$ cat src/fbpc_pkg.sv
/*
 * Shared constants and types of the flash block-protection host controller:
 * register map, command codes, bus-cycle timing and step encoding.
 * Assumes a 250 MHz system clock and a flash part wired in 16-bit word mode.
 */
package fbpc_pkg;

  localparam int ADDR_W = 23;
  localparam int DATA_W = 16;
  localparam int STEP_W = 1 + ADDR_W + DATA_W;
  localparam int MAX_STEPS = 8;

  // Register byte offsets
  localparam logic [7:0] REG_CTRL = 8'h00;
  localparam logic [7:0] REG_ADDR = 8'h04;
  localparam logic [7:0] REG_PWD_LO = 8'h08;
  localparam logic [7:0] REG_PWD_HI = 8'h0C;
  localparam logic [7:0] REG_STATUS = 8'h10;
  localparam logic [7:0] REG_RDATA = 8'h14;
  localparam logic [7:0] REG_PRD_LO = 8'h18;
  localparam logic [7:0] REG_PRD_HI = 8'h1C;
  localparam logic [7:0] REG_WPCTL = 8'h20;

  // Field positions
  localparam int CTRL_OP_LSB = 0;
  localparam int CTRL_DATA_LSB = 16;
  localparam int STAT_BUSY = 0;
  localparam int STAT_ERR = 1;
  localparam int STAT_MODE_LSB = 4;

  // Reset values
  localparam logic WPCTL_RST = 1'b1;
  localparam logic [63:0] PWD_RST = 64'hFFFF_FFFF_FFFF_FFFF;

  // Flash bus command cycles
  localparam logic [ADDR_W-1:0] ADDR_UNLK1 = 23'h000555;
  localparam logic [ADDR_W-1:0] ADDR_UNLK2 = 23'h0002AA;
  localparam logic [ADDR_W-1:0] ADDR_ANY = 23'h000000;
  localparam logic [ADDR_W-1:0] PWD_BASE = 23'h000000;
  localparam logic [DATA_W-1:0] CMD_UNLK1 = 16'h00AA;
  localparam logic [DATA_W-1:0] CMD_UNLK2 = 16'h0055;
  localparam logic [DATA_W-1:0] CODE_LOCKREG = 16'h0040;
  localparam logic [DATA_W-1:0] CODE_PWD = 16'h0060;
  localparam logic [DATA_W-1:0] CODE_NV = 16'h00C0;
  localparam logic [DATA_W-1:0] CODE_LKB = 16'h0050;
  localparam logic [DATA_W-1:0] CODE_VOL = 16'h00E0;
  localparam logic [DATA_W-1:0] CODE_EXT = 16'h0088;
  localparam logic [DATA_W-1:0] CODE_EXIT1 = 16'h0090;
  localparam logic [DATA_W-1:0] CODE_EXIT2 = 16'h0000;
  localparam logic [DATA_W-1:0] CODE_PROG = 16'h00A0;
  localparam logic [DATA_W-1:0] CODE_CLR1 = 16'h0080;
  localparam logic [DATA_W-1:0] CODE_CLR2 = 16'h0030;
  localparam logic [DATA_W-1:0] CODE_UNLOCK1 = 16'h0025;
  localparam logic [DATA_W-1:0] CODE_UNLOCK2 = 16'h0003;

  // Timing
  localparam int CLK_MHZ = 250;
  localparam int SETUP_NS = 10;
  localparam int PULSE_NS = 35;
  localparam int HOLD_NS = 10;
  localparam int GUARD_NS = 1000;
  localparam int SETUP_CYC = (SETUP_NS * CLK_MHZ + 999) / 1000;
  localparam int PULSE_CYC = (PULSE_NS * CLK_MHZ + 999) / 1000;
  localparam int HOLD_CYC = (HOLD_NS * CLK_MHZ + 999) / 1000;
  localparam int GUARD_CYC = (GUARD_NS * CLK_MHZ + 999) / 1000;

  typedef enum logic [3:0] {
    OP_NOP = 4'h0, OP_ENT_LOCK = 4'h1, OP_ENT_PWD = 4'h2, OP_ENT_NV = 4'h3,
    OP_ENT_LKB = 4'h4, OP_ENT_VOL = 4'h5, OP_ENT_EXT = 4'h6, OP_EXIT = 4'h7,
    OP_PROG = 4'h8, OP_READ = 4'h9, OP_CLR_NV = 4'hA, OP_PWD_PROG = 4'hB,
    OP_PWD_READ = 4'hC, OP_PWD_UNLOCK = 4'hD
  } fbpc_op_t;

  // Mode codes equal the low bits of the matching enter operation
  typedef enum logic [2:0] {
    MD_NONE = 3'h0, MD_LOCKREG = 3'h1, MD_PWD = 3'h2, MD_NV = 3'h3,
    MD_LKB = 3'h4, MD_VOL = 3'h5, MD_EXT = 3'h6
  } fbpc_mode_t;

endpackage

$ cat src/fbpc_host.sv
/*
 * Host controller for the block-protection command sets of a parallel NOR
 * flash: software orders operations over AXI4-Lite, the block plays them out
 * as flash bus cycles. Assumes a 16-bit word-mode part and one clock domain.
 */
module fbpc_host (
  input wire logic clk,
  input wire logic rst,
  input wire logic [7:0] awaddr,
  input wire logic awvalid,
  output logic awready,
  input wire logic [31:0] wdata,
  input wire logic [3:0] wstrb,
  input wire logic wvalid,
  output logic wready,
  output logic [1:0] bresp,
  output logic bvalid,
  input wire logic bready,
  input wire logic [7:0] araddr,
  input wire logic arvalid,
  output logic arready,
  output logic [31:0] rdata,
  output logic [1:0] rresp,
  output logic rvalid,
  input wire logic rready,
  output logic [fbpc_pkg::ADDR_W-1:0] flashAddr,
  output logic [fbpc_pkg::DATA_W-1:0] flashDqOut,
  input wire logic [fbpc_pkg::DATA_W-1:0] flashDqIn,
  output logic flashDqOe,
  output logic chipSelectN,
  output logic outputEnableN,
  output logic writeEnableN,
  output logic writeProtectN
);

  typedef enum logic [1:0] {
    ST_IDLE = 2'b00, ST_ISSUE = 2'b01, ST_WAIT = 2'b10, ST_GAP = 2'b11
  } fbpc_state_t;

  function automatic logic [31:0] merge(input logic [31:0] old, input logic [31:0] nw,
                                        input logic [3:0] strb);
    logic [31:0] res;
    res = old;
    for (int b = 0; b < 4; b++) begin
      if (strb[b]) res[8*b +: 8] = nw[8*b +: 8];
    end
    return res;
  endfunction

  function automatic logic mapped(input logic [7:0] a);
    return (a[1:0] == 2'b00) && (a <= fbpc_pkg::REG_WPCTL);
  endfunction

  function automatic logic [fbpc_pkg::STEP_W-1:0] wr(input logic [fbpc_pkg::ADDR_W-1:0] a,
                                                    input logic [fbpc_pkg::DATA_W-1:0] d);
    return {1'b0, a, d};
  endfunction

  function automatic logic legal(input fbpc_pkg::fbpc_op_t op, input fbpc_pkg::fbpc_mode_t md);
    case (op)
      fbpc_pkg::OP_ENT_LOCK, fbpc_pkg::OP_ENT_PWD, fbpc_pkg::OP_ENT_NV,
      fbpc_pkg::OP_ENT_LKB, fbpc_pkg::OP_ENT_VOL, fbpc_pkg::OP_ENT_EXT:
        return md == fbpc_pkg::MD_NONE;
      fbpc_pkg::OP_EXIT, fbpc_pkg::OP_PROG: return md != fbpc_pkg::MD_NONE;
      fbpc_pkg::OP_READ: return 1'b1;
      fbpc_pkg::OP_CLR_NV: return md == fbpc_pkg::MD_NV;
      fbpc_pkg::OP_PWD_PROG, fbpc_pkg::OP_PWD_READ, fbpc_pkg::OP_PWD_UNLOCK:
        return md == fbpc_pkg::MD_PWD;
      default: return 1'b0;
    endcase
  endfunction

  function automatic logic [3:0] countOf(input fbpc_pkg::fbpc_op_t op, input logic ext);
    case (op)
      fbpc_pkg::OP_ENT_LOCK, fbpc_pkg::OP_ENT_PWD, fbpc_pkg::OP_ENT_NV,
      fbpc_pkg::OP_ENT_LKB, fbpc_pkg::OP_ENT_VOL, fbpc_pkg::OP_ENT_EXT: return 4'h3;
      fbpc_pkg::OP_EXIT: return ext ? 4'h4 : 4'h2;
      fbpc_pkg::OP_PROG, fbpc_pkg::OP_CLR_NV: return 4'h2;
      fbpc_pkg::OP_PWD_PROG: return 4'h8;
      fbpc_pkg::OP_PWD_READ: return 4'h4;
      fbpc_pkg::OP_PWD_UNLOCK: return 4'h6;
      default: return 4'h1;
    endcase
  endfunction

  function automatic logic [fbpc_pkg::STEP_W-1:0] stepOf(input fbpc_pkg::fbpc_op_t op,
      input logic [2:0] i, input logic [fbpc_pkg::ADDR_W-1:0] a,
      input logic [fbpc_pkg::DATA_W-1:0] d, input logic [63:0] pw, input logic ext);
    logic [15:0] code;
    logic [1:0] p;
    logic [2:0] j;
    code = (op == fbpc_pkg::OP_ENT_LOCK) ? fbpc_pkg::CODE_LOCKREG :
           (op == fbpc_pkg::OP_ENT_PWD) ? fbpc_pkg::CODE_PWD :
           (op == fbpc_pkg::OP_ENT_NV) ? fbpc_pkg::CODE_NV :
           (op == fbpc_pkg::OP_ENT_LKB) ? fbpc_pkg::CODE_LKB :
           (op == fbpc_pkg::OP_ENT_VOL) ? fbpc_pkg::CODE_VOL : fbpc_pkg::CODE_EXT;
    j = i - 3'h2;
    case (op)
      fbpc_pkg::OP_ENT_LOCK, fbpc_pkg::OP_ENT_PWD, fbpc_pkg::OP_ENT_NV,
      fbpc_pkg::OP_ENT_LKB, fbpc_pkg::OP_ENT_VOL, fbpc_pkg::OP_ENT_EXT:
        return (i == 3'h0) ? wr(fbpc_pkg::ADDR_UNLK1, fbpc_pkg::CMD_UNLK1) :
               (i == 3'h1) ? wr(fbpc_pkg::ADDR_UNLK2, fbpc_pkg::CMD_UNLK2) :
               wr(fbpc_pkg::ADDR_UNLK1, code);
      fbpc_pkg::OP_EXIT: begin
        // Extended mode exit needs the unlock pair first
        if (ext && i == 3'h0) return wr(fbpc_pkg::ADDR_UNLK1, fbpc_pkg::CMD_UNLK1);
        if (ext && i == 3'h1) return wr(fbpc_pkg::ADDR_UNLK2, fbpc_pkg::CMD_UNLK2);
        p = ext ? j[1:0] : i[1:0];
        return (p == 2'h0) ? wr(fbpc_pkg::ADDR_UNLK1, fbpc_pkg::CODE_EXIT1) :
               wr(fbpc_pkg::ADDR_ANY, fbpc_pkg::CODE_EXIT2);
      end
      fbpc_pkg::OP_PROG:
        return (i == 3'h0) ? wr(fbpc_pkg::ADDR_ANY, fbpc_pkg::CODE_PROG) : wr(a, d);
      fbpc_pkg::OP_READ: return {1'b1, a, 16'h0000};
      fbpc_pkg::OP_CLR_NV:
        return (i == 3'h0) ? wr(fbpc_pkg::ADDR_ANY, fbpc_pkg::CODE_CLR1) :
               wr(fbpc_pkg::ADDR_ANY, fbpc_pkg::CODE_CLR2);
      fbpc_pkg::OP_PWD_PROG: begin
        p = i[2:1];
        return i[0] ? wr({fbpc_pkg::PWD_BASE[22:2], p}, pw[16*p +: 16]) :
               wr(fbpc_pkg::ADDR_ANY, fbpc_pkg::CODE_PROG);
      end
      fbpc_pkg::OP_PWD_READ: return {1'b1, fbpc_pkg::PWD_BASE[22:2], i[1:0], 16'h0000};
      fbpc_pkg::OP_PWD_UNLOCK: begin
        p = j[1:0];
        return (i == 3'h0) ? wr(fbpc_pkg::ADDR_ANY, fbpc_pkg::CODE_UNLOCK1) :
               (i == 3'h1) ? wr(fbpc_pkg::ADDR_ANY, fbpc_pkg::CODE_UNLOCK2) :
               wr({fbpc_pkg::PWD_BASE[22:2], p}, pw[16*p +: 16]);
      end
      default: return {fbpc_pkg::STEP_W{1'b0}};
    endcase
  endfunction

  fbpc_state_t state_r;
  fbpc_pkg::fbpc_op_t op_r;
  fbpc_pkg::fbpc_mode_t mode_r;
  logic [fbpc_pkg::STEP_W-1:0] steps_r [fbpc_pkg::MAX_STEPS];
  logic [3:0] idx_r, nSteps_r;
  logic [7:0] gapCnt_r;
  logic err_r;
  logic [fbpc_pkg::ADDR_W-1:0] tgtAddr_r;
  logic [63:0] pwd_r, pwdRead_r;
  logic [15:0] rdData_r;
  logic awHeld_r, wHeld_r;
  logic [7:0] awAddr_r;
  logic [31:0] wData_r;
  logic [3:0] wStrb_r;
  logic cycDone;
  logic [15:0] cycData;

  // Write channel: address and data taken in either order
  wire awTake = awvalid && awready;
  wire wTake = wvalid && wready;
  wire awHave = awHeld_r || awTake;
  wire wHave = wHeld_r || wTake;
  wire doWrite = awHave && wHave && !bvalid;
  wire [7:0] wrAddr = awHeld_r ? awAddr_r : awaddr;
  wire [31:0] wrData = wHeld_r ? wData_r : wdata;
  wire [3:0] wrStrb = wHeld_r ? wStrb_r : wstrb;
  wire [31:0] addrMerged = merge({9'h000, tgtAddr_r}, wrData, wrStrb);
  wire arTake = arvalid && arready;
  wire rdBusy = rvalid && !rready;

  wire ctrlWr = doWrite && wrAddr == fbpc_pkg::REG_CTRL;
  wire [3:0] newOpBits = wrData[fbpc_pkg::CTRL_OP_LSB +: 4];
  wire fbpc_pkg::fbpc_op_t newOp = fbpc_pkg::fbpc_op_t'(newOpBits);
  wire accept = ctrlWr && state_r == ST_IDLE && legal(newOp, mode_r);
  wire refuse = ctrlWr && !accept;
  wire extMode = mode_r == fbpc_pkg::MD_EXT;
  wire [2:0] idx3 = idx_r[2:0];
  wire [fbpc_pkg::STEP_W-1:0] curStep = steps_r[idx3];
  wire cycStart = state_r == ST_ISSUE;
  wire lastStep = idx_r == nSteps_r - 4'h1;
  wire finish = state_r == ST_WAIT && cycDone && lastStep;
  wire isEnter = op_r >= fbpc_pkg::OP_ENT_LOCK && op_r <= fbpc_pkg::OP_ENT_EXT;
  wire [31:0] statusWord = {25'h0000000, mode_r, 2'b00, err_r, state_r != ST_IDLE};
  wire [31:0] rdMux =
    (araddr == fbpc_pkg::REG_ADDR) ? {9'h000, tgtAddr_r} :
    (araddr == fbpc_pkg::REG_PWD_LO) ? pwd_r[31:0] :
    (araddr == fbpc_pkg::REG_PWD_HI) ? pwd_r[63:32] :
    (araddr == fbpc_pkg::REG_STATUS) ? statusWord :
    (araddr == fbpc_pkg::REG_RDATA) ? {16'h0000, rdData_r} :
    (araddr == fbpc_pkg::REG_PRD_LO) ? pwdRead_r[31:0] :
    (araddr == fbpc_pkg::REG_PRD_HI) ? pwdRead_r[63:32] :
    (araddr == fbpc_pkg::REG_WPCTL) ? {31'h00000000, writeProtectN} : 32'h00000000;

  always_ff @(posedge clk or posedge rst) begin
    if (rst) begin
      awHeld_r <= 1'b0;
      wHeld_r <= 1'b0;
      awAddr_r <= 8'h00;
      wData_r <= 32'h00000000;
      wStrb_r <= 4'h0;
      awready <= 1'b1;
      wready <= 1'b1;
      bvalid <= 1'b0;
      bresp <= 2'b00;
      arready <= 1'b1;
      rvalid <= 1'b0;
      rresp <= 2'b00;
      rdata <= 32'h00000000;
    end else begin
      if (awTake) awAddr_r <= awaddr;
      if (wTake) wData_r <= wdata;
      if (wTake) wStrb_r <= wstrb;
      awHeld_r <= awHave && !doWrite;
      wHeld_r <= wHave && !doWrite;
      awready <= !(awHave && !doWrite);
      wready <= !(wHave && !doWrite);
      bvalid <= doWrite || (bvalid && !bready);
      if (doWrite) bresp <= mapped(wrAddr) ? 2'b00 : 2'b10;
      rvalid <= arTake || rdBusy;
      arready <= !(arTake || rdBusy);
      if (arTake) rdata <= rdMux;
      if (arTake) rresp <= mapped(araddr) ? 2'b00 : 2'b10;
    end
  end

  // Software registers
  always_ff @(posedge clk or posedge rst) begin
    if (rst) begin
      tgtAddr_r <= 23'h000000;
      pwd_r <= fbpc_pkg::PWD_RST;
      writeProtectN <= fbpc_pkg::WPCTL_RST;
      err_r <= 1'b0;
    end else begin
      if (doWrite && wrAddr == fbpc_pkg::REG_ADDR)
        tgtAddr_r <= addrMerged[22:0];
      if (doWrite && wrAddr == fbpc_pkg::REG_PWD_LO)
        pwd_r[31:0] <= merge(pwd_r[31:0], wrData, wrStrb);
      if (doWrite && wrAddr == fbpc_pkg::REG_PWD_HI)
        pwd_r[63:32] <= merge(pwd_r[63:32], wrData, wrStrb);
      // Low level guards the edge blocks of the part
      if (doWrite && wrAddr == fbpc_pkg::REG_WPCTL && wrStrb[0]) writeProtectN <= wrData[0];
      err_r <= refuse || (err_r && !accept);
    end
  end

  // Operation sequencer
  always_ff @(posedge clk or posedge rst) begin
    if (rst) begin
      state_r <= ST_IDLE;
      op_r <= fbpc_pkg::OP_NOP;
      mode_r <= fbpc_pkg::MD_NONE;
      idx_r <= 4'h0;
      nSteps_r <= 4'h1;
      gapCnt_r <= 8'h00;
      rdData_r <= 16'h0000;
      pwdRead_r <= 64'h0000000000000000;
      for (int k = 0; k < fbpc_pkg::MAX_STEPS; k++) steps_r[k] <= {fbpc_pkg::STEP_W{1'b0}};
    end else begin
      case (state_r)
        ST_IDLE: if (accept) begin
          state_r <= ST_ISSUE;
          op_r <= newOp;
          idx_r <= 4'h0;
          nSteps_r <= countOf(newOp, extMode);
          for (int k = 0; k < fbpc_pkg::MAX_STEPS; k++)
            steps_r[k] <= stepOf(newOp, 3'(k), tgtAddr_r,
                                 wrData[fbpc_pkg::CTRL_DATA_LSB +: 16], pwd_r, extMode);
        end
        ST_ISSUE: state_r <= ST_WAIT;
        ST_WAIT: if (cycDone) begin
          if (curStep[fbpc_pkg::STEP_W-1] && op_r == fbpc_pkg::OP_PWD_READ)
            pwdRead_r[16*idx3[1:0] +: 16] <= cycData;
          else if (curStep[fbpc_pkg::STEP_W-1])
            rdData_r <= cycData;
          idx_r <= idx_r + 4'h1;
          state_r <= lastStep ? ST_IDLE : ST_ISSUE;
          if (finish && isEnter) mode_r <= fbpc_pkg::fbpc_mode_t'(op_r[2:0]);
          if (finish && op_r == fbpc_pkg::OP_EXIT) mode_r <= fbpc_pkg::MD_NONE;
          // Hold off after every password unlock: covers the unlock time and the retry spacing
          if (finish && op_r == fbpc_pkg::OP_PWD_UNLOCK) begin
            state_r <= ST_GAP;
            gapCnt_r <= 8'(fbpc_pkg::GUARD_CYC - 1);
          end
        end
        ST_GAP: begin
          gapCnt_r <= gapCnt_r - 8'h01;
          if (gapCnt_r == 8'h00) state_r <= ST_IDLE;
        end
        default: state_r <= ST_IDLE;
      endcase
    end
  end

  fbpc_bus_cycle u_cycle (
    .clk(clk),
    .rst(rst),
    .start(cycStart),
    .isRead(curStep[fbpc_pkg::STEP_W-1]),
    .addrIn(curStep[fbpc_pkg::STEP_W-2 -: fbpc_pkg::ADDR_W]),
    .dataIn(curStep[fbpc_pkg::DATA_W-1:0]),
    .done(cycDone),
    .rdData(cycData),
    .flashAddr(flashAddr),
    .flashDqOut(flashDqOut),
    .flashDqIn(flashDqIn),
    .flashDqOe(flashDqOe),
    .chipSelectN(chipSelectN),
    .outputEnableN(outputEnableN),
    .writeEnableN(writeEnableN)
  );
endmodule

$ cat src/fbpc_bus_cycle.sv
/*
 * One asynchronous flash bus cycle, write or read, with setup, strobe and
 * hold phases counted in system clocks. Assumes start only while idle.
 */
module fbpc_bus_cycle (
  input wire logic clk,
  input wire logic rst,
  input wire logic start,
  input wire logic isRead,
  input wire logic [fbpc_pkg::ADDR_W-1:0] addrIn,
  input wire logic [fbpc_pkg::DATA_W-1:0] dataIn,
  output logic done,
  output logic [fbpc_pkg::DATA_W-1:0] rdData,
  output logic [fbpc_pkg::ADDR_W-1:0] flashAddr,
  output logic [fbpc_pkg::DATA_W-1:0] flashDqOut,
  input wire logic [fbpc_pkg::DATA_W-1:0] flashDqIn,
  output logic flashDqOe,
  output logic chipSelectN,
  output logic outputEnableN,
  output logic writeEnableN
);

  typedef enum logic [1:0] {
    CY_IDLE = 2'b00, CY_SETUP = 2'b01, CY_PULSE = 2'b10, CY_HOLD = 2'b11
  } fbpc_cyc_t;

  fbpc_cyc_t state_r;
  logic [3:0] cnt_r;
  logic read_r;
  wire cntEnd = (cnt_r == 4'h0);

  always_ff @(posedge clk or posedge rst) begin
    if (rst) begin
      state_r <= CY_IDLE;
      cnt_r <= 4'h0;
      read_r <= 1'b0;
      done <= 1'b0;
      rdData <= 16'h0000;
      flashAddr <= 23'h000000;
      flashDqOut <= 16'h0000;
      flashDqOe <= 1'b0;
      chipSelectN <= 1'b1;
      outputEnableN <= 1'b1;
      writeEnableN <= 1'b1;
    end else begin
      done <= 1'b0;
      cnt_r <= cntEnd ? 4'h0 : cnt_r - 4'h1;
      case (state_r)
        CY_IDLE: if (start) begin
          state_r <= CY_SETUP;
          cnt_r <= 4'(fbpc_pkg::SETUP_CYC - 1);
          read_r <= isRead;
          flashAddr <= addrIn;
          flashDqOut <= dataIn;
          // Data lines stay released during reads so the part can drive them
          flashDqOe <= !isRead;
          chipSelectN <= 1'b0;
        end
        CY_SETUP: if (cntEnd) begin
          state_r <= CY_PULSE;
          cnt_r <= 4'(fbpc_pkg::PULSE_CYC - 1);
          outputEnableN <= !read_r;
          writeEnableN <= read_r;
        end
        CY_PULSE: if (cntEnd) begin
          state_r <= CY_HOLD;
          cnt_r <= 4'(fbpc_pkg::HOLD_CYC - 1);
          rdData <= flashDqIn;
          outputEnableN <= 1'b1;
          writeEnableN <= 1'b1;
        end
        CY_HOLD: if (cntEnd) begin
          state_r <= CY_IDLE;
          chipSelectN <= 1'b1;
          flashDqOe <= 1'b0;
          done <= 1'b1;
        end
        default: state_r <= CY_IDLE;
      endcase
    end
  end

endmodule

$ cat config.mk
export PLATFORM = sky130hd
export DESIGN_NAME = fbpc_host
export DESIGN_NICKNAME = d
export VERILOG_FILES = /design/src/fbpc_pkg.sv /design/src/fbpc_host.sv /design/src/fbpc_bus_cycle.sv
export SDC_FILE = /design/constraint.sdc
export NUM_CORES = 1
export LEC_CHECK = 0
export BUFFER_PORTS_ARGS = -buffer_cell sky130_fd_sc_hd__buf_4
export CAP_MARGIN = 20
export CORE_ASPECT_RATIO = 0.9
export CORE_MARGIN = 3
export CORE_UTILIZATION = 40
export CTS_CLUSTER_SIZE = 20
export DETAILED_ROUTE_END_ITERATION = 10
export PLACE_DENSITY = 0.63
export SYNTH_ARGS = -nofsm -noshare
export SYNTH_HDL_FRONTEND = slang
export SYNTH_HIERARCHICAL = 1
export SYNTH_SLANG_ARGS = --single-unit
$ cat constraint.sdc
create_clock -name clk -period 16.4 [get_ports clk]
set_input_delay 0.82 -clock clk [delete_from_list [all_inputs] [get_ports clk]]
set_output_delay 0.82 -clock clk [all_outputs]
set_load 0.05 [all_outputs]
==> results of run 1 <==
[per-layer routing]
| layer | wire [um] | vias up | GRT usage [%] |
|---|---|---|---|
| li1 | - | 9511 | - |
| met1 | 33860 | 10395 | 31.29 |
| met2 | 37280 | 800 | 36.68 |
| met3 | 5778 | 152 | 3.758 |
| met4 | 2800 | 0 | 7.724 |
| met5 | 0 | - | 0 |
[metrics by stage]
stage               util [%]  power, mW  setup WS, ps
floorplan                  -      2.181          1848
global placement       43.56      2.451         12260
detailed placement     43.61      2.484         12220
CTS                    46.50      3.789         12220
global route           46.66      3.941         11850
finish                 46.66      3.778         12190
[cells by family (layout without fill, tap and decap cells)]
family          after synthesis  after routing  synth area share [%]
xor+xnor                     12             12                0.4527
fa+ha+maj                    13             13                0.6195
flops                       563            563                 54.00
mux                         234            234                 10.76
buf+inv                     212            343                 3.564
compound gates              711            711                 16.03
simple gates                922            922                 14.56
other cells                   1              2               0.01428
[cell usage in the layout (no fill, tap or decap), types with 5 or more instances in the layout]
master and instances:
buf_4 197, ha_1 13, clkbuf_16 59, a22oi_1 35, clkinv_2 10, a21o_1 17
nor3_1 17, mux4_2 22, a222oi_1 15, nand2_1 632, xor2_1 6, and2_1 6
o2bb2ai_1 6, dfstp_2 72, mux2_2 130, a21oi_1 168, dfrtp_1 487, or3_1 5
nor2_1 138, a221oi_1 48, a2111oi_0 6, a31oi_1 14, inv_1 26, xnor2_1 5
o21ai_0 354, clkbuf_1 24, nor4_1 8, nor2b_1 6, mux2_4 9, and3_1 14
nand3_1 45, nand2b_1 12, mux2i_1 72, a211oi_1 5, clkbuf_8 9, nand4_1 6
[final timing paths]
check | slack, ps | endpoint | cells past startpoint | start
min in group clk | 380 | bvalid | 2 | bready
max | 12190 | steps_r[260] | 8 | wHeld_r
min reg2reg | 470 | steps_r[284] | 2 | steps_r[284]
max in group asynchronous | 13900 | awready | 5 | rst
max reg2reg | 12190 | steps_r[260] | 8 | wHeld_r
min | 330 | steps_r[192] | 2 | rst
[state kept, by name (all words and copies together), names as in the netlist, 23 cells and up]
name,cells
rdata,32
tgtAddr_r,23
wData_r,32
steps_r,217
pwd_r,64
pwdRead_r,64
u_cycle/flashAddr,23
[report_power, final]
group          switching [mW]  internal (mW)
Clock                   0.562          0.740
Sequential              0.153           1.53
Combinational           0.504          0.286
[cell type report]
| class | instances | share of cell area, % |
|---|---|---|
| Inverter | 29 | 0.3865 |
| Tap cell | 855 | 3.553 |
| Multi-Input combinational cell | 1894 | 37.33 |
| Sequential cell | 563 | 47.12 |
| Timing Repair Buffer | 204 | 5.427 |
| Clock inverter | 18 | 0.5735 |
| Clock buffer | 92 | 5.614 |
[worst max-delay path, cell delays in order (launching register included)]
cell,delay [ps]
dfrtp_2,340
buf_4,580
mux2i_1,260
buf_4,250
a21oi_1,100
o221ai_1,510
a311o_4,910
buf_12,610
o21ai_0,240
==> results by group, run 1 <==
Power
  – Peak VDD IR: ~120 uV
  – PwrDens: 125.5 nW/um2
  – Leak pwr: 13.47 nW

STA
  – Setup TNS: 0 ps
  – Clock Skews: 13.87 ps
  – Final hold slack: 329.3 ps
  – RSZ-0062 raised after global routing: false
  – Final Hold Viols: 0
  – Fin crit period: approximately 4200 ps
  – Final-report max-slew violation count: 0
  – Final number of setup-violating endpoints: 0
  – Max-slew headroom: 14.78%
  – Period utilization: 25.67%
  – Fmax: approximately 0.24 GHz
  – Slew @ Worst Pin: around 1200 ps

Synth
  – Synth async-reset ratio: 100.0%
  – Distinct cell type count of the synthesized netlist: 76
  – Top-count cell post-synth: nand2_1
  – Post-synth EDFFs: 0
  – Post-synthesis sequential area ratio: a little over half
  – Yosys Warn Count: 6
  – Synthesized cell area: 26260 um2
  – Cell taking the most area after synthesis: dfrtp_1
  – Share of the synthesized area in the top cell type: 46.80%
  – Cells after Synth: ~2.7k
  – Yosys reg bits: 563
  – Ys flop type: dfrtp_1
  – Syn Area/Cell: 9.841 um2
  – Post-synth top cells: nand2_1 (635), dfrtp_1 (491), o21ai_0 (354), a21oi_1 (168), nor2_1 (138)
  – Synth area leaders: dfrtp_1 (47%), nand2_1 (9.1%), dfstp_2 (7.2%), o21ai_0 (6.7%), mux2_2 (5.6%)

GRT
  – GRT overflow: 0
  – First-pass GRT wire length: about 120000 um
  – Initial antenna violation count: 0
  – Largest net degree at the start of global routing: 220
  – Tot GR Track Use: between 20% and 30%
  – Number of global-route vias before repair: 20.46k

Worst setup path
  – Crit path max fanout: 219
  – Crit path DAT: 4660 ps
  – Critical Path RT: roughly 17000 ps
  – Crit Path Class: flip-flop to flip-flop
  – Nature of the critical path endpoint: flip-flop
  – Setup crit start kind: flip-flop

Detailed routing
  – Detail Route Antenna Nets: 0
  – First-pass DRT Iterations: 6
  – DRT iter0 DRCs: slightly above 2k
  – Final WL: roughly 80000 um
  – Vias/cell: 5.707
  – Residual DRC: 0
  – Per-cell routed wire length: about 22 um
  – Via count: between 20k and 25k

Cells and area
  – NumNets Final: 2838
  – Fill cell count: roughly 6k
  – Area of the multi-input gates: between 10000 and 15000 um2
  – Fraction of layout cells with a size suffix above 1: 20.11%
  – Register area: 14190 um2
  – ANT cells: 0
  – Synth-to-layout area growth: 14.67%
  – Non-Filler Instances: about 3.7k
  – Design area: ~30000 um2

Clocking
  – Longest Clk Path Bufs: 3
  – Total setup buffers inserted after CTS: 0
  – Root Buffer: clkbuf_16
  – H-tree Lvls: 2
  – CTS Hold Bufs: 0
  – Clock Latency Late Sink: 620 ps
  – TritonCTS Buffers: 58
  – CTS tree: built
  – Reg clk slew, reported paths: 60 ps
  – Post-CTS Resized: 0
  – Clock Sinks: approximately 560

Die
  – Die area: 68760 um2
  – Core ar.: 64520 um2
  – Die W: 276.1 um
  – Site Rows: 88
  – Io pins: 160
  – Initial core utilization: 40.69%
  – Die height: between 200 and 250 um

Place
  – IO buf count: 157
  – Dpl hpwl: 53900 um
  – GPL Wtd Cong: 0.8654
  – Placed Area: between 20000 and 30000 um2
  – Placed cell count: approximately 3.5k

Worst hold path
  – Hold Path Class: input port to asynchronous set/reset pin

Job
  – Maxcap violations: 0

Outcome
  – Status: completed
Power figures use the tool's default switching activity.
==> run 2: changes to the inputs <==
==> constraint.sdc (replaced) <==
create_clock -name clk -period 3.9 [get_ports clk]
set_input_delay 0.195 -clock clk [delete_from_list [all_inputs] [get_ports clk]]
set_output_delay 0.195 -clock clk [all_outputs]
set_load 0.05 [all_outputs]
==> run 2 against run 1 <==
Clock power grew to 4.3 times the previous value. Global-route usage grew 0.12 points. Combinational power rose to 4.3 times the previous value. Design area is 2.9% higher. Worst setup slack got worse by 12000 ps. Power rose to 4.2 times the previous value. Largest cell class unchanged.
==> results by group, run 2 (synthesis results as in run 1) <==
STA
  – Final Hold Viols: 0
  – Fmax: 0.2778 GHz
  – Max-slew headroom: ~33%
  – Slew @ Worst Pin: 996.0 ps
  – Period utilization: around 92%
  – Final-report max-slew violation count: 0
  – Final number of setup-violating endpoints: 0
  – RSZ-0062 raised after global routing: false
  – Clock Skews: roughly 23 ps
  – Fin crit period: 3600 ps

Worst setup path
  – Nature of the critical path endpoint: flip-flop
  – Crit path DAT: around 4100 ps
  – Crit path max fanout: between 60 and 70
  – R2R Setup Slk: 300 ps
  – Critical Path Source: wHeld_r
  – Reg2reg start: wHeld_r
  – Slowest cell on the critical path: a2111oi_0
  – Critical Path RT: approximately 4400 ps
  – Crit Path Class: flip-flop to flip-flop
  – CP cell instances: a21oi_1 > or3_1 > or4b_4 > a311o_4 > a2111oi_0 > nor2_1
  – Setup crit start kind: flip-flop
  – Largest stage delay, worst path: 740 ps

GRT
  – Met2 Track Usage GR: 37.05%
  – First-pass GRT wire length: 124400 um
  – Number of global-route vias before repair: 21.10k
  – Initial antenna violation count: 0
  – Largest net degree at the start of global routing: approximately 130
  – Met1 usage: 31.47%
  – GRT busiest layer: met2
  – Tot GR Track Use: 22.88%
  – GR Util met3: 3.130%
  – GRT overflow: 0

Clocking
  – Post-CTS Resized: 0
  – Total setup buffers inserted after CTS: 0
  – Clock Sinks: between 500 and 600
  – CTS Hold Bufs: 68
  – Root Buffer: clkbuf_16
  – Reg clk slew, reported paths: 60 ps
  – H-tree Lvls: 2
  – Longest Clk Path Bufs: 3
  – Clock Latency Late Sink: 630 ps
  – CTS tree: built
  – TritonCTS Buffers: 57

Power
  – Leak pwr: ~14 nW
  – Total power: between 15 and 20 mW
  – Peak VDD IR: 385.0 uV
  – PwrDens: 517.3 nW/um2

Die
  – Site Rows: 88
  – Initial core utilization: about two fifths
  – Io pins: 160
  – Core ar.: around 65000 um2
  – Die W: 276.1 um
  – Die area: 68760 um2
  – Die height: 249.1 um

Detailed routing
  – Vias/cell: ~5.6
  – Detail Route Antenna Nets: 0
  – First-pass DRT Iterations: 5
  – Per-cell routed wire length: about 21 um
  – Residual DRC: 0
  – Final WL: between 70000 and 80000 um
  – Via count: between 20k and 25k
  – DRT iter0 DRCs: roughly 1.7k

Cells and area
  – Commonest non-fill, non-tap cells in the layout: nand2_1 (632), dfrtp_1 (487), o21ai_0 (354)
  – Fill cell count: 6037
  – Top flop regs: steps_r x217, pwdRead_r x64, pwd_r x64
  – Fraction of layout cells with a size suffix above 1: 20.42%
  – Synth-to-layout area growth: 17.95%
  – Max reg flops: 217
  – Commonest non-fill, non-tap cell in the layout: nand2_1
  – NumNets Final: 2931
  – ANT cells: 0
  – Biggest register: steps_r
  – Non-Filler Instances: 3745

Worst hold path
  – Hold Path Class: input port to flip-flop
  – Worst Hold Launch: araddr[1]

Outcome
  – Status: completed

Place
  – GPL Wtd Cong: 0.9040
  – Placed cell count: 3570
  – IO buf count: 157
  – Dpl hpwl: 55000 um

Job
  – Maxcap violations: 0
run 2: changes by cell type in the layout (fill, tap and decap cells not counted), moves of 2 or more:
cell	delta
inv_8	-2
clkbuf_16	-2
buf_12	+6
clkbuf_1	-6
buf_16	-4
clkinv_8	+2
bufinv_16	+2
buf_4	+25
dlygate4sd3_1	+68
clkinv_2	+2
run 2: per-layer routing:
| layer | part of all wire, % | wire [um] |
|---|---|---|
| met1 | 44 | 34960 |
| met2 | 47 | 37340 |
| met3 | 5.6 | 4494 |
| met4 | 3.7 | 2916 |
| met5 | 0 | 0 |
run 2: through the flow:
step	utilization [%]	cell area [um2]	hold WS [ps]	setup slack, ps	TNS (ps)
global route	48.00	30970	78.26	118.5	0
detailed placement	44.02	28400	383.6	448.0	0
global placement	44.02	28400	375.4	462.9	0
finish	48.00	30970	63.79	299.7	0
floorplan	-	26260	291.4	-2967	-1343380
CTS	47.97	30950	41.22	392.2	0
run 2: worst max-delay path, delay by kind of cell, from the launching register on:
family           cells  cell delay (ps)
AND/OR/NAND/NOR      3             1260
AO/OA/AOI/OAI        3             1460
flip-flops           1              670
run 2: path summary, 6_finish.rpt:
check | to | cells after the start
hold / removal | rresp[1] | 4
max in group asynchronous | wHeld_r | 4
setup reg to reg | steps_r[125] | 6
setup / recovery | steps_r[125] | 6
hold reg to reg | steps_r[176] | 2
min in group asynchronous | rdData_r[5] | 3
run 2: area by class of cell:
cell class,instances,area (um2),area share [%]
tap,855,1070,3.454
clock inverter,22,246.5,0.7959
inverter,29,112.6,0.3636
clock buffer,84,1618,5.224
multi-input combinational,1894,11230,36.26
sequential,563,14190,45.81
timing repair buffer,298,2507,8.097
run 2: power by group:
group	internal [mW]	switching (mW)	total, mW	leakage (nW)
clock	3.14	2.38	5.53	0.919
sequential	6.44	0.680	7.13	7.43
combinational	1.30	2.07	3.37	5.52
total	10.9	5.14	16.0	13.9
==> run 3: changes to the inputs <==
--- a/config.mk
+++ b/config.mk
@@ -12,7 +12,6 @@
 export CORE_UTILIZATION = 40
 export CTS_CLUSTER_SIZE = 20
 export DETAILED_ROUTE_END_ITERATION = 10
-export PLACE_DENSITY = 0.63
 export SYNTH_ARGS = -nofsm -noshare
 export SYNTH_HDL_FRONTEND = slang
 export SYNTH_HIERARCHICAL = 1
==> run 3 against run 2 <==
Critical path depth stayed put. Worst hold slack better by 10 ps. Design area hardly changed. Worst setup slack better by 56 ps. Core utilization hardly changed. Via count is 0.27% lower. Register-to-register slack better by 60 ps. Clock power hardly changed. Global-route usage hardly changed. Sequential power hardly changed. Wire length is 0.36% lower. Die area stayed put. Critical endpoint is now steps_r[170].
==> results by group, run 3 (synthesis results as in run 1) <==
Worst setup path
  – Crit path max fanout: 72
  – Crit Path Class: flip-flop to flip-flop
  – Critical Path RT: roughly 4400 ps
  – Setup crit start kind: flip-flop
  – FF-to-FF End: steps_r[170]
  – Crit path DAT: about 4000 ps
  – R2R Setup Slk: 360 ps
  – Reg2reg start: wHeld_r
  – Worst reg2reg path depth: 6
  – Nature of the critical path endpoint: flip-flop

Cells and area
  – Non-Filler Instances: roughly 3.7k
  – Max reg flops: 217
  – Commonest non-fill, non-tap cell in the layout: nand2_1
  – Design area: 30980 um2
  – Synth-to-layout area growth: 18.00%
  – Fraction of layout cells with a size suffix above 1: roughly a fifth
  – Core Util, Final: 48.02%
  – Top flop regs: steps_r x217, pwdRead_r x64, pwd_r x64
  – Biggest register: steps_r
  – NumNets Final: about 2.9k
  – Commonest non-fill, non-tap cells in the layout: nand2_1 (632), dfrtp_1 (487), o21ai_0 (354)
  – ANT cells: 0
  – Fill cell count: 6015

STA
  – Final number of setup-violating endpoints: 0
  – Fin crit period: 3545 ps
  – Max-slew headroom: 34.50%
  – RSZ-0062 raised after global routing: false
  – Clock Skews: 23.43 ps
  – Fmax: 0.2821 GHz
  – Final-report max-slew violation count: 0
  – Period utilization: about nine tenths
  – Final Hold Viols: 0
  – Slew @ Worst Pin: 979.1 ps

Clocking
  – Root Buffer: clkbuf_16
  – TritonCTS Buffers: 58
  – CTS tree: built
  – Clock Sinks: 563
  – Longest Clk Path Bufs: 3
  – H-tree Lvls: 2
  – Clock Latency Late Sink: 620 ps
  – Post-CTS Resized: 0
  – Total setup buffers inserted after CTS: 0
  – Reg clk slew, reported paths: 60 ps

Place
  – IO buf count: 157
  – Placed cell count: 3571
  – Placed Area: 28410 um2
  – Dpl hpwl: approximately 56000 um
  – GPL Wtd Cong: 0.8763

GRT
  – Largest net degree at the start of global routing: 148
  – Tot GR Track Use: between 20% and 30%
  – Initial antenna violation count: 0
  – Number of global-route vias before repair: 20.89k
  – GRT overflow: 0
  – First-pass GRT wire length: between 100000 and 150000 um

Outcome
  – Status: completed

Detailed routing
  – Detail Route Antenna Nets: 0
  – Post-Route M1 WL: 34580 um
  – First-pass DRT Iterations: 7
  – Via count: 20.92k
  – Vias/cell: 5.583
  – Residual DRC: 0
  – Final WL: a little under 80000 um
  – Met2 Wirelength: about 37000 um
  – Per-cell routed wire length: 21.20 um
  – DRT iter0 DRCs: 1950
  – WL met3: 4912 um
  – Max Used Layer: met4

Worst hold path
  – Hold depth: 4
  – Worst Hold Launch: araddr[1]
  – Hold worst-path end: rresp[1]
  – Hold Path Class: input port to flip-flop

Die
  – Core ar.: 64520 um2
  – Io pins: 160
  – Die height: 249.1 um
  – Die W: 276.1 um
  – Site Rows: 88
  – Initial core utilization: 40.69%
  – Die area: 68760 um2

Job
  – Maxcap violations: 0

Power
  – Peak VDD IR: 406.6 uV
  – Total power: about 16 mW
  – Leak pwr: 13.89 nW
  – PwrDens: approximately 500 nW/um2
## run 3: power breakdown
part           internal [mW]  total, mW  switching (mW)  leakage (nW)
logic                   1.28       3.33            2.06          5.52
clock network           3.18       5.51            2.33         0.937
registers               6.45       7.11           0.667          7.43
## run 3: metal layers
layer	global-route usage, %	up-vias
met5	0	-
met4	8.780	0
met2	36.67	617
met3	3.852	146
met1	31.26	10444
li1	-	9714
## run 3: cell type report
cell class                      instances  area [um2]  share of cell area (%)
Sequential cell                       563       14190                   45.79
Multi-Input combinational cell       1894       11230                   36.24
Timing Repair Buffer                  298        2505                   8.085
Clock buffer                           91        1737                   5.605
Tap cell                              855        1070                   3.453
Clock inverter                         17       142.6                  0.4604
Inverter                               29       113.9                  0.3675
## run 3: stage by stage
stage	setup WS (ps)	hold slack, ps	TNS (ps)
floorplan	-2967	291.4	-1343380
global placement	428.3	273.7	0
detailed placement	418.0	288.4	0
CTS	385.6	45.80	0
global route	66.41	111.7	0
finish	355.4	74.07	0
## run 3: how the worst max path moves through the flow
stage            start      endpoint  slack (ps)  cells after the start
5_1_grt        wHeld_r  steps_r[172]          70                      6
6_report       wHeld_r  steps_r[170]         360                      6
3_3_place_gp   wHeld_r  steps_r[205]         430                      6
4_1_cts        wHeld_r  steps_r[205]         390                      6
2_1_floorplan      rst   awAddr_r[0]       -2970                      1
3_5_place_dp   wHeld_r  steps_r[205]         420                      6
## run 3: timing repair
| item | CTS | global route |
|---|---|---|
| endpoints found under the setup margin | 0 | 0 |
| hold endpoints to repair | 186 | 0 |
| hold buffers | 67 | 0 |
## run 3: worst max-delay path, cell delays in order, from the launching register on
cell,delay (ps)
dfrtp_2,600
mux2i_1,660
nand4_1,230
o211ai_1,310
a311o_4,760
buf_4,560
o21ai_0,200
